## src/core/jie_consts.vh

```
// Constants for the JTAG programming-entry and I/O control block
`ifndef JIE_CONSTS_VH
`define JIE_CONSTS_VH
// Instruction register
`define JIE_IR_LEN 4
`define JIE_IR_CAPTURE 4'h1
`define JIE_INS_EXTEST 4'h0
`define JIE_INS_SAMPLE 4'h1
`define JIE_INS_IDCODE 4'h2
`define JIE_INS_ISC_ENABLE 4'h4
`define JIE_INS_ISC_PROGRAM 4'h5
`define JIE_INS_ISC_DISABLE 4'h6
`define JIE_INS_BYPASS 4'hf
// Data register lengths
`define JIE_PADS 8
`define JIE_BSR_LEN 6'h18
`define JIE_IDCODE_LEN 6'h20
`define JIE_PROG_LEN 6'h08
`define JIE_DR_MAX 32
// Boundary cell field positions: inputs low, outputs middle, enables high
`define JIE_BSR_IN_LSB 0
`define JIE_BSR_OUT_LSB 8
`define JIE_BSR_OE_LSB 16
// Reset values
`define JIE_IO_EN_RESET 1'b0
`endif

```

## src/core/jie_sync.v

```verilog
// Two flip-flop synchroniser for pin inputs
`timescale 1ns/1ps
module jie_sync #(
  parameter WIDTH = 1
) (
  // Clock and reset
  input wire clk,
  input wire rst,
  // Asynchronous in, synchronous out
  input wire [WIDTH-1:0] d,
  output reg [WIDTH-1:0] q
);

  reg [WIDTH-1:0] meta;

  // First stage feeds only the second stage
  always @(posedge clk or posedge rst) begin
    if (rst) begin
      meta <= {WIDTH{1'b0}};
      q <= {WIDTH{1'b0}};
    end else begin
      meta <= d;
      q <= meta;
    end
  end

endmodule // jie_sync

```

## src/core/jie_tap.v

```verilog
// JTAG test access port with programming entry and global I/O enable
`timescale 1ns/1ps
`include "jie_consts.vh"

// How it works
// - An enable-programming instruction taken while frozen is refused and programming mode is not entered.
// - While the array is unprogrammed or being programmed the global I/O enable stays low, disabling all user I/O.
// - Sample/preload captures all pads in parallel, then shifts them out on TDO while preload data shifts in.
// - Output and enable cells capture whatever the fabric presents, undefined when unprogrammed; input cells capture the pads.
// - The standard TAP state machine and an enable/program/disable instruction flow carry the programming.
module jie_tap #(
  parameter [31:0] IDCODE_VALUE = 32'h0000_1001 // Arbitrary value
) (
  // Clock and reset
  input wire clk,
  input wire rst,
  // JTAG pins, asynchronous to clk
  input wire tck,
  input wire tms,
  input wire tdi,
  input wire trst_n,
  output reg tdo,
  output reg tdo_oe,
  // Pads and fabric view for boundary scan
  input wire [`JIE_PADS-1:0] pad_in,
  input wire [`JIE_PADS-1:0] core_out,
  input wire [`JIE_PADS-1:0] core_oe,
  // Device state from the rest of the chip, same clock
  input wire freeze_mode,
  input wire array_valid,
  input wire prog_ok,
  // Programming and I/O control outputs
  output reg io_en,
  output reg isc_mode,
  output reg isc_refused,
  output reg prog_we,
  output reg [`JIE_PROG_LEN-1:0] prog_data
);

  // One-hot TAP states
  localparam [15:0] S_TLR = 16'h0001;
  localparam [15:0] S_RTI = 16'h0002;
  localparam [15:0] S_SDS = 16'h0004;
  localparam [15:0] S_CDR = 16'h0008;
  localparam [15:0] S_SHDR = 16'h0010;
  localparam [15:0] S_E1DR = 16'h0020;
  localparam [15:0] S_PDR = 16'h0040;
  localparam [15:0] S_E2DR = 16'h0080;
  localparam [15:0] S_UDR = 16'h0100;
  localparam [15:0] S_SIS = 16'h0200;
  localparam [15:0] S_CIR = 16'h0400;
  localparam [15:0] S_SHIR = 16'h0800;
  localparam [15:0] S_E1IR = 16'h1000;
  localparam [15:0] S_PIR = 16'h2000;
  localparam [15:0] S_E2IR = 16'h4000;
  localparam [15:0] S_UIR = 16'h8000;

  ////////////////////////////////////////////////////////////////////////////
  // Pin synchronisation and TCK edge detection

  wire [3+`JIE_PADS:0] sync_q;
  reg tck_d;
  reg started;
  wire tck_s = sync_q[0];
  wire tms_s = sync_q[1];
  wire tdi_s = sync_q[2];
  wire trst_s = ~sync_q[3];
  wire [`JIE_PADS-1:0] pad_s = sync_q[3+`JIE_PADS:4];
  wire tck_rise = tck_s & ~tck_d & started;
  wire tck_fall = ~tck_s & tck_d & started;

  jie_sync #(.WIDTH(4 + `JIE_PADS)) u_sync (
    .clk(clk),
    .rst(rst),
    .d({pad_in, trst_n, tdi, tms, tck}),
    .q(sync_q)
  );

  // Delayed TCK copy; edges ignored only in the first clock after reset, before the second synchroniser stage has filled
  always @(posedge clk or posedge rst) begin
    if (rst) begin
      tck_d <= 1'b0;
      started <= 1'b0;
    end else begin
      tck_d <= tck_s;
      started <= 1'b1;
    end
  end

  ////////////////////////////////////////////////////////////////////////////
  // Helper functions

  // Standard TAP next-state map
  function [15:0] tap_next;
    input [15:0] st;
    input m;
    begin
      case (st)
        S_TLR: tap_next = m ? S_TLR : S_RTI;
        S_RTI: tap_next = m ? S_SDS : S_RTI;
        S_SDS: tap_next = m ? S_SIS : S_CDR;
        S_CDR: tap_next = m ? S_E1DR : S_SHDR;
        S_SHDR: tap_next = m ? S_E1DR : S_SHDR;
        S_E1DR: tap_next = m ? S_UDR : S_PDR;
        S_PDR: tap_next = m ? S_E2DR : S_PDR;
        S_E2DR: tap_next = m ? S_UDR : S_SHDR;
        S_UDR: tap_next = m ? S_SDS : S_RTI;
        S_SIS: tap_next = m ? S_TLR : S_CIR;
        S_CIR: tap_next = m ? S_E1IR : S_SHIR;
        S_SHIR: tap_next = m ? S_E1IR : S_SHIR;
        S_E1IR: tap_next = m ? S_UIR : S_PIR;
        S_PIR: tap_next = m ? S_E2IR : S_PIR;
        S_E2IR: tap_next = m ? S_UIR : S_SHIR;
        S_UIR: tap_next = m ? S_SDS : S_RTI;
        default: tap_next = S_TLR;
      endcase
    end
  endfunction

  // Length of the data register selected by an instruction
  function [5:0] dr_len;
    input [`JIE_IR_LEN-1:0] ins;
    begin
      case (ins)
        `JIE_INS_SAMPLE, `JIE_INS_EXTEST: dr_len = `JIE_BSR_LEN;
        `JIE_INS_IDCODE: dr_len = `JIE_IDCODE_LEN;
        `JIE_INS_ISC_PROGRAM: dr_len = `JIE_PROG_LEN;
        default: dr_len = 6'd1;
      endcase
    end
  endfunction

  // Shift right by one, inserting the new bit at the top of the chosen length
  function [`JIE_DR_MAX-1:0] dr_shift;
    input [`JIE_DR_MAX-1:0] v;
    input b;
    input [5:0] len;
    integer i;
    begin
      dr_shift = {`JIE_DR_MAX{1'b0}};
      for (i = 0; i < `JIE_DR_MAX; i = i + 1) begin
        if (i == len - 1)
          dr_shift[i] = b;
        else if (i < len - 1)
          dr_shift[i] = v[i+1];
      end
    end
  endfunction

  ////////////////////////////////////////////////////////////////////////////
  // TAP state, instruction and data registers, on rising TCK

  reg [15:0] tap;
  reg [`JIE_IR_LEN-1:0] ir;
  reg [`JIE_IR_LEN-1:0] ir_sh;
  reg [`JIE_DR_MAX-1:0] dr;
  reg [`JIE_BSR_LEN-1:0] bsr_hold;
  reg programmed;
  reg strap_taken;
  wire [5:0] cur_len = dr_len(ir);

  always @(posedge clk or posedge rst) begin
    if (rst) begin
      tap <= S_TLR;
      ir <= `JIE_INS_IDCODE;
      ir_sh <= {`JIE_IR_LEN{1'b0}};
      dr <= {`JIE_DR_MAX{1'b0}};
      bsr_hold <= {`JIE_BSR_LEN{1'b0}};
      isc_mode <= 1'b0;
      isc_refused <= 1'b0;
      programmed <= 1'b0;
      strap_taken <= 1'b0;
      prog_we <= 1'b0;
      prog_data <= {`JIE_PROG_LEN{1'b0}};
    end else begin
      prog_we <= 1'b0;
      // Array contents are caught once, the cycle after reset release
      if (!strap_taken) begin
        strap_taken <= 1'b1;
        programmed <= array_valid;
      end
      if (trst_s) begin
        tap <= S_TLR;
        ir <= `JIE_INS_IDCODE;
      end else if (tck_rise) begin
        tap <= tap_next(tap, tms_s);
        case (tap)
          S_TLR: begin
            ir <= `JIE_INS_IDCODE;
          end
          S_CIR: begin
            ir_sh <= `JIE_IR_CAPTURE;
          end
          S_SHIR: begin
            ir_sh <= {tdi_s, ir_sh[`JIE_IR_LEN-1:1]};
          end
          S_UIR: begin
            ir <= ir_sh;
            // Programming entry is blocked while frozen
            if (ir_sh == `JIE_INS_ISC_ENABLE) begin
              if (freeze_mode) begin
                isc_refused <= 1'b1;
              end else begin
                isc_mode <= 1'b1;
                isc_refused <= 1'b0;
                programmed <= 1'b0;
              end
            end else if (ir_sh == `JIE_INS_ISC_DISABLE && isc_mode) begin
              isc_mode <= 1'b0;
              programmed <= prog_ok;
            end
          end
          S_CDR: begin
            case (ir)
              `JIE_INS_SAMPLE, `JIE_INS_EXTEST: begin
                // Parallel capture of every pad cell
                dr <= {8'h00, core_oe, core_out, pad_s};
              end
              `JIE_INS_IDCODE: dr <= IDCODE_VALUE;
              default: dr <= {`JIE_DR_MAX{1'b0}};
            endcase
          end
          S_SHDR: begin
            dr <= dr_shift(dr, tdi_s, cur_len);
          end
          S_UDR: begin
            if (ir == `JIE_INS_SAMPLE)
              bsr_hold <= dr[`JIE_BSR_LEN-1:0];
            // Program words only reach the array inside programming mode
            if (ir == `JIE_INS_ISC_PROGRAM && isc_mode) begin
              prog_we <= 1'b1;
              prog_data <= dr[`JIE_PROG_LEN-1:0];
            end
          end
          default: begin
          end
        endcase
      end
    end
  end

  ////////////////////////////////////////////////////////////////////////////
  // TDO launch on falling TCK, and the global I/O enable

  always @(posedge clk or posedge rst) begin
    if (rst) begin
      tdo <= 1'b0;
      tdo_oe <= 1'b0;
    end else if (trst_s) begin
      tdo_oe <= 1'b0;
    end else if (tck_fall) begin
      tdo <= (tap == S_SHIR) ? ir_sh[0] : dr[0];
      tdo_oe <= (tap == S_SHIR) || (tap == S_SHDR);
    end
  end

  // I/O stays off until a valid array is in place and programming is over
  always @(posedge clk or posedge rst) begin
    if (rst)
      io_en <= `JIE_IO_EN_RESET;
    else
      io_en <= programmed & ~isc_mode & strap_taken;
  end

endmodule // jie_tap

```

## config.mk

```make
export PLATFORM = sky130hd
export DESIGN_NAME = jie_tap
export DESIGN_NICKNAME = d
export VERILOG_FILES = /design/src/core/jie_sync.v /design/src/core/jie_tap.v
export VERILOG_INCLUDE_DIRS = /design/src /design/src/core
export SDC_FILE = /design/constraint.sdc
export NUM_CORES = 1
export LEC_CHECK = 0
export BUFFER_PORTS_ARGS = -buffer_cell sky130_fd_sc_hd__buf_4
export CAP_MARGIN = 30
export CORE_AREA = 2 2 115 117
export CTS_CLUSTER_DIAMETER = 200
export DETAILED_ROUTE_END_ITERATION = 12
export DIE_AREA = 0 0 117 119
export GPL_TIMING_DRIVEN = 0
export PLACE_DENSITY = 0.6
export REMOVE_ABC_BUFFERS = 1
export SETUP_SLACK_MARGIN = 0.3
export SLEW_MARGIN = 20
export SYNTH_ARGS = -nofsm -noshare
export SYNTH_HDL_FRONTEND = slang
export SYNTH_SLANG_ARGS = --single-unit
export TNS_END_PERCENT = 100
```

## constraint.sdc

```tcl
create_clock -name clk -period 3.55 [get_ports clk]
set_input_delay 0.1775 -clock clk [delete_from_list [all_inputs] [get_ports clk]]
set_output_delay 0.1775 -clock clk [all_outputs]
set_load 0.05 [all_outputs]
```

-- After elaboration in Yosys (flattened, before gate mapping)
Cells that the tools add are included.
- bits in registers: 97
- logic and storage cells: 237
- input bits: 33
- equal/unequal tests: 56
- magnitude comparators: 32
- mux-type cells: 104
- add/subtract/negate cells: 1
- bitwise operators: 9
- reductions and logical operators: 19
- operators by type and width (cell ; count):
    == test 5 x 32 -> 1 bit (first input constant) ; 16
    < comparator 5 x 32 -> 1 bit (first input constant) ; 16
    == test 4 x 32 -> 1 bit (first input constant) ; 8
    < comparator 4 x 32 -> 1 bit (first input constant) ; 8
    case mux 16 bit (12 select lines) ; 1
    == test 3 x 32 -> 1 bit (first input constant) ; 4
    < comparator 3 x 32 -> 1 bit (first input constant) ; 4
    two-way mux 1 bit ; 82
    == test 2 x 32 -> 1 bit (first input constant) ; 2
    < comparator 1 x 32 -> 1 bit (first input constant) ; 2
    < comparator 2 x 32 -> 1 bit (first input constant) ; 2
    two-way mux 16 bit ; 4
    case mux 32 bit (2 select lines) ; 1
    case mux 24 bit (2 select lines) ; 1
    == test 1 x 32 -> 1 bit (first input constant) ; 1
    zero test 32 bit ; 1
    two-way mux 9 bit ; 2
    case mux 6 bit (3 select lines) ; 1
    == test 16 x 1 -> 1 bit (second input constant) ; 1
    == test 16 x 10 -> 1 bit (second input constant) ; 1
    == test 16 x 11 -> 1 bit (second input constant) ; 1
    == test 16 x 12 -> 1 bit (second input constant) ; 1
    == test 16 x 13 -> 1 bit (second input constant) ; 1
    == test 16 x 14 -> 1 bit (second input constant) ; 1
    38 further kinds ; 59

-- Longest topological paths before layout
- depth in word-level cells: 8
- mapped depth: 8
- mapped depth without buffers: 6

-- Cells and area by module
A second synthesis with hierarchy kept.
- cells, all modules: 439
- area, all modules: 4596.9 µm²
- modules (own cells, without submodules) (module ; instances ; cells each ; seq. area each (µm²) ; area each (µm²)):
    jie_tap ; 1 ; 414 ; 1829.3 ; 3992.6
    jie_sync ; 1 ; 25 ; 600.6 ; 604.3

-- Worst setup path after synthesis
OpenSTA, ideal clock, no wires.
- path kind: flip-flop to flip-flop
- from: register tap[3]
- to: register isc_refused
- data required time: 3.425 ns
- arrival time: 2.155 ns
- library setup time: 0.125 ns
- setup slack: 1.270 ns
- period minus slack after synthesis: 2.280 ns
- stages on the path, launching flop included: 9
- path through: dfrtp_1 -> buf_6 -> or4_1 -> buf_6 -> nor3_2 -> and3_2 -> nand4_2 -> nor2_1 -> mux2_2
- cells in the longest elaborated chain, start to end: 2
- ends and longest elaborated chain (element ; RTL line ; RTL):
    start: declaration ; jie_tap.v:153 ; reg [15:0] tap;
    start signal: assignment ; jie_tap.v:186 ; tap <= tap_next(tap, tms_s);
    == test 16 bit ; jie_tap.v:187 ; case (tap)
    AND reduction 4 bit (no line) ; - ;
    end signal: assignment ; jie_tap.v:170 ; isc_refused <= 1'b0;
    end signal: assignment ; jie_tap.v:202 ; isc_refused <= 1'b1;
    end signal: assignment ; jie_tap.v:205 ; isc_refused <= 1'b0;
    end: declaration ; jie_tap.v:35 ; output reg isc_refused,
Every way passes these cells.
A chain may end at the register's enable or synchronous reset.

-- Worst setup path after layout
- from: register tap[12]
- to: register dr[8]
- cells in the longest elaborated chain, start to end: 3
- ends and longest elaborated chain (element ; RTL line ; RTL):
    == test 16 x 5 -> 1 bit / == test 16 x 4 -> 1 bit (equally long branches) ; jie_tap.v:187 ;
    nonzero test 2 bit (no line) ; - ;
    AND reduction 3 bit (no line) ; - ;
    end signal: assignment ; jie_tap.v:217 ; dr <= {8'h00, core_oe, core_out, pad_s};
    end signal: assignment ; jie_tap.v:220 ; default: dr <= {`JIE_DR_MAX{1'b0}};
    end signal: assignment ; jie_tap.v:224 ; dr <= dr_shift(dr, tdi_s, cur_len);
    end: declaration ; jie_tap.v:156 ; reg [`JIE_DR_MAX-1:0] dr;
Parallel ways exist; a longest one is shown, timed or not.

==> impl_results.md <==
* Hold crit path type: input pin to flip-flop
* Clock transition at the registers of the reported paths at 0.07 ns
* IO buf count at 46
* Critical Path Sink Type: flip-flop
* GP Congestion at 0.893
* Commonest non-fill, non-tap cell in the layout: dfrtp_1
* Status: complete, no violations
* Hold path endpoint: isc_refused$_DFFE_PP0P_
* Setup CP Type: flip-flop to flip-flop
* Clock share of power at 0.432
* Flop pwr share at 0.515
* Number of distinct library cells after synthesis at 58
* Pins Over Slew Limit at 0
* Sw Share at 0.244
* Largest fanout on the critical path at 15
* Reg2reg start: tap[12]$_DFFE_PP0P_
* Cells after Synth at 426
* Vias at 3,343
* Crit Reg-Reg Endpoint: dr[8]$_DFFE_PP0P_
* Commonest non-fill, non-tap cells in the layout: dfrtp_1, buf_4, nand2_1
* Comb power frac at 0.053
* Hpwl dp at 6590 um
* Setup ws final at 0.544 ns
* Non-filler cells, final at 650
* Post-synth top flop: dfrtp_1
* Max Clock Skew at 0.0118 ns
* Die Width at 117 um
* DP Worst Slack at 0.575 ns
* P&R area growth vs syn at 21.2%
* Leakage power total at 2.25 nW
* Minimum clock period at 3.01 ns
* Reg2reg path depth at 5
* DRC at 0
* Hold_buf cts at 13
* Grt ovf at 0
* Avg Cell Area, Syn at 10.2 um2
* Total wire length at 9650 um
* DR pass1 iterations at 4
* Row count at 42
* Cts bufs inserted at 9
* Number of global-route vias before repair at 3,278
* Die Area at 13,900 um2
* Sequential area share after synthesis at 0.557
* Reg-to-reg slack, setup at 0.54 ns
* Final setup violation count at 0
* Post-CTS sizing at 0
* Final period util at 0.847
* Share of cells above drive strength 1 at 0.198
* Initial antenna violation count at 0
* Post-synth EDFFs at 0
* Ys Warns at 0
* Dpl cells at 621
* First-pass GRT wire length at 16,400 um
* Max_slew headroom at 0.338
* Critical Path RT at 3.74 ns
* Least-Margin Pin Slew at 0.986 ns
* Worst setup SP type: flip-flop
* CTS tree: done
* Total global-route track usage at 0.149
* Antenna-violating nets left at 0
* Clk sinks at 97
* 1st-iter DRT viols at 180
* Number of synthesized register bits at 97
* Final Util at 0.410
* Worst VDD drop at 0.204 mV
* Int Pwr at 0.00167 W
* Core area at 12,900 um2
* Crit path DAT at 3.19 ns
* Avg WL per Cell at 14.8 um
* Max cap viols at 0
* H-tree levels at 3
* Final hold violations at 0
* Setup bufs post-CTS at 0
* Ant diodes at 0
* RSZ-0062 raised after global routing: no
* Max Buffers Root-to-Sink at 2
* Clk Latency, worst-skew pair at 0.35 ns
* Final #Nets at 502
* Pwr Density at 418 nW/um2
* Largest net degree at the start of global routing at 55
* Peak Freq at 0.333 GHz
* Mapped Area at 4360 um2
* Initial Util at 0.339
* Die Ht at 119 um
* Clock tree root buffer cell: clkbuf_16
* Net switching power at 0.000537 W
* Power Total at 0.00221 W
* IO Pins at 47
* Via/cell ratio at 5.14
* Hold-critical path depth at 2
* Ys async rst share at 1.00
* Worst Min Path Start: freeze_mode
[power groups by stage]
stage / Combinational (W) / Sequential (W) / Clock, W
after global routing: 0.000129 / 0.00114 / 0.00102
after CTS: 0.000119 / 0.00114 / 0.000981
after floorplan: 0.0000416 / 0.00117 / 0
after global placement: 0.000102 / 0.00116 / 0
after detailed placement: 0.000107 / 0.00116 / 0
final: 0.000116 / 0.00114 / 0.000953
[final cells by class]
| class | instances | area [um2] |
|---|---|---|
| Fill cell | 1255 | 7590 |
| Inverter | 11 | 46.3 |
| Sequential cell | 97 | 2430 |
| Multi-Input combinational cell | 286 | 1750 |
| Tap cell | 176 | 220 |
| Timing Repair Buffer | 64 | 542 |
| Clock inverter | 7 | 68.8 |
| Clock buffer | 9 | 225 |
[routing by layer]
layer | track usage | part of all wire | vias up
met3 | 0.0300 | 0.046 | 14
met5 | 0 | 0 | -
met2 | 0.225 | 0.47 | 76
met4 | 0.0588 | 0.016 | 0
met1 | 0.211 | 0.47 | 1638
li1 | - | - | 1615
[sequential cells by signal (all words and copies together) (netlist names)]
register and flops:
programmed 1, tck_d 1, tdo_oe 1, strap_taken 1
io_en 1, tdo 1, prog_data 8, isc_mode 1
tap 16, dr 32, prog_we 1, isc_refused 1
u_sync.q 12, ir 4, ir_sh 4, u_sync.meta 12
[cells by family after synthesis]
kind of cell,after synthesis,synth area share
simple gates,176,0.222
flops,97,0.557
compound gates,88,0.128
buf+inv,43,0.0430
mux,13,0.0330
xor+xnor,8,0.0161
other cells,1,0.000860
[how the worst max path moves through the flow]
stage	from	endpoint	cells after the start
2_1_floorplan	tap[12]$_DFFE_PP0P_	dr[12]$_DFFE_PP0P_	5
3_3_place_gp	tap[12]$_DFFE_PP0P_	dr[12]$_DFFE_PP0P_	5
3_5_place_dp	tap[12]$_DFFE_PP0P_	dr[8]$_DFFE_PP0P_	5
4_1_cts	tap[12]$_DFFE_PP0P_	dr[8]$_DFFE_PP0P_	5
5_1_grt	tap[9]$_DFFE_PP0P_	dr[8]$_DFFE_PP0P_	5
6_report	tap[12]$_DFFE_PP0P_	dr[8]$_DFFE_PP0P_	5
[worst max-delay path: stages (launching register included)]
cell     delay [ns]
dfrtp_1        0.50
nor4_4         0.47
nand4_1        0.73
and2_0         0.72
a22oi_1        0.33
a21oi_1        0.10
[per-stage QoR]
stage               setup TNS, ns  hold WS (ns)  area, um2
floorplan                  -0.997         0.209       4210
global placement           -65.52         0.287       4780
detailed placement              0         0.231       4860
CTS                             0        0.0819       5280
global route                    0        0.0861       5280
finish                          0        0.0898       5280
[cell usage after synthesis, types with 3 or more instances]
master,instances,share of area
o22ai_1,3,0.0043
nor2_1,38,0.033
a21oi_1,21,0.024
clkbuf_1,19,0.016
inv_1,11,0.0095
nor2b_1,3,0.0043
nand2_1,43,0.037
a31oi_1,14,0.020
mux2_2,11,0.028
nand2b_1,3,0.0043
or4_1,3,0.0052
nor4_4,4,0.020
or3_1,4,0.0057
xor2_1,4,0.0080
xnor2_1,4,0.0080
buf_2,8,0.0092
nand3_1,32,0.037
o21ai_0,19,0.022
a22oi_1,15,0.026
dfrtp_1,95,0.55
nor4_1,9,0.013
nor3_1,8,0.0092
nand4_1,8,0.011
nand3b_1,3,0.0052
No activity file was read; power rests on OpenSTA's default activity.
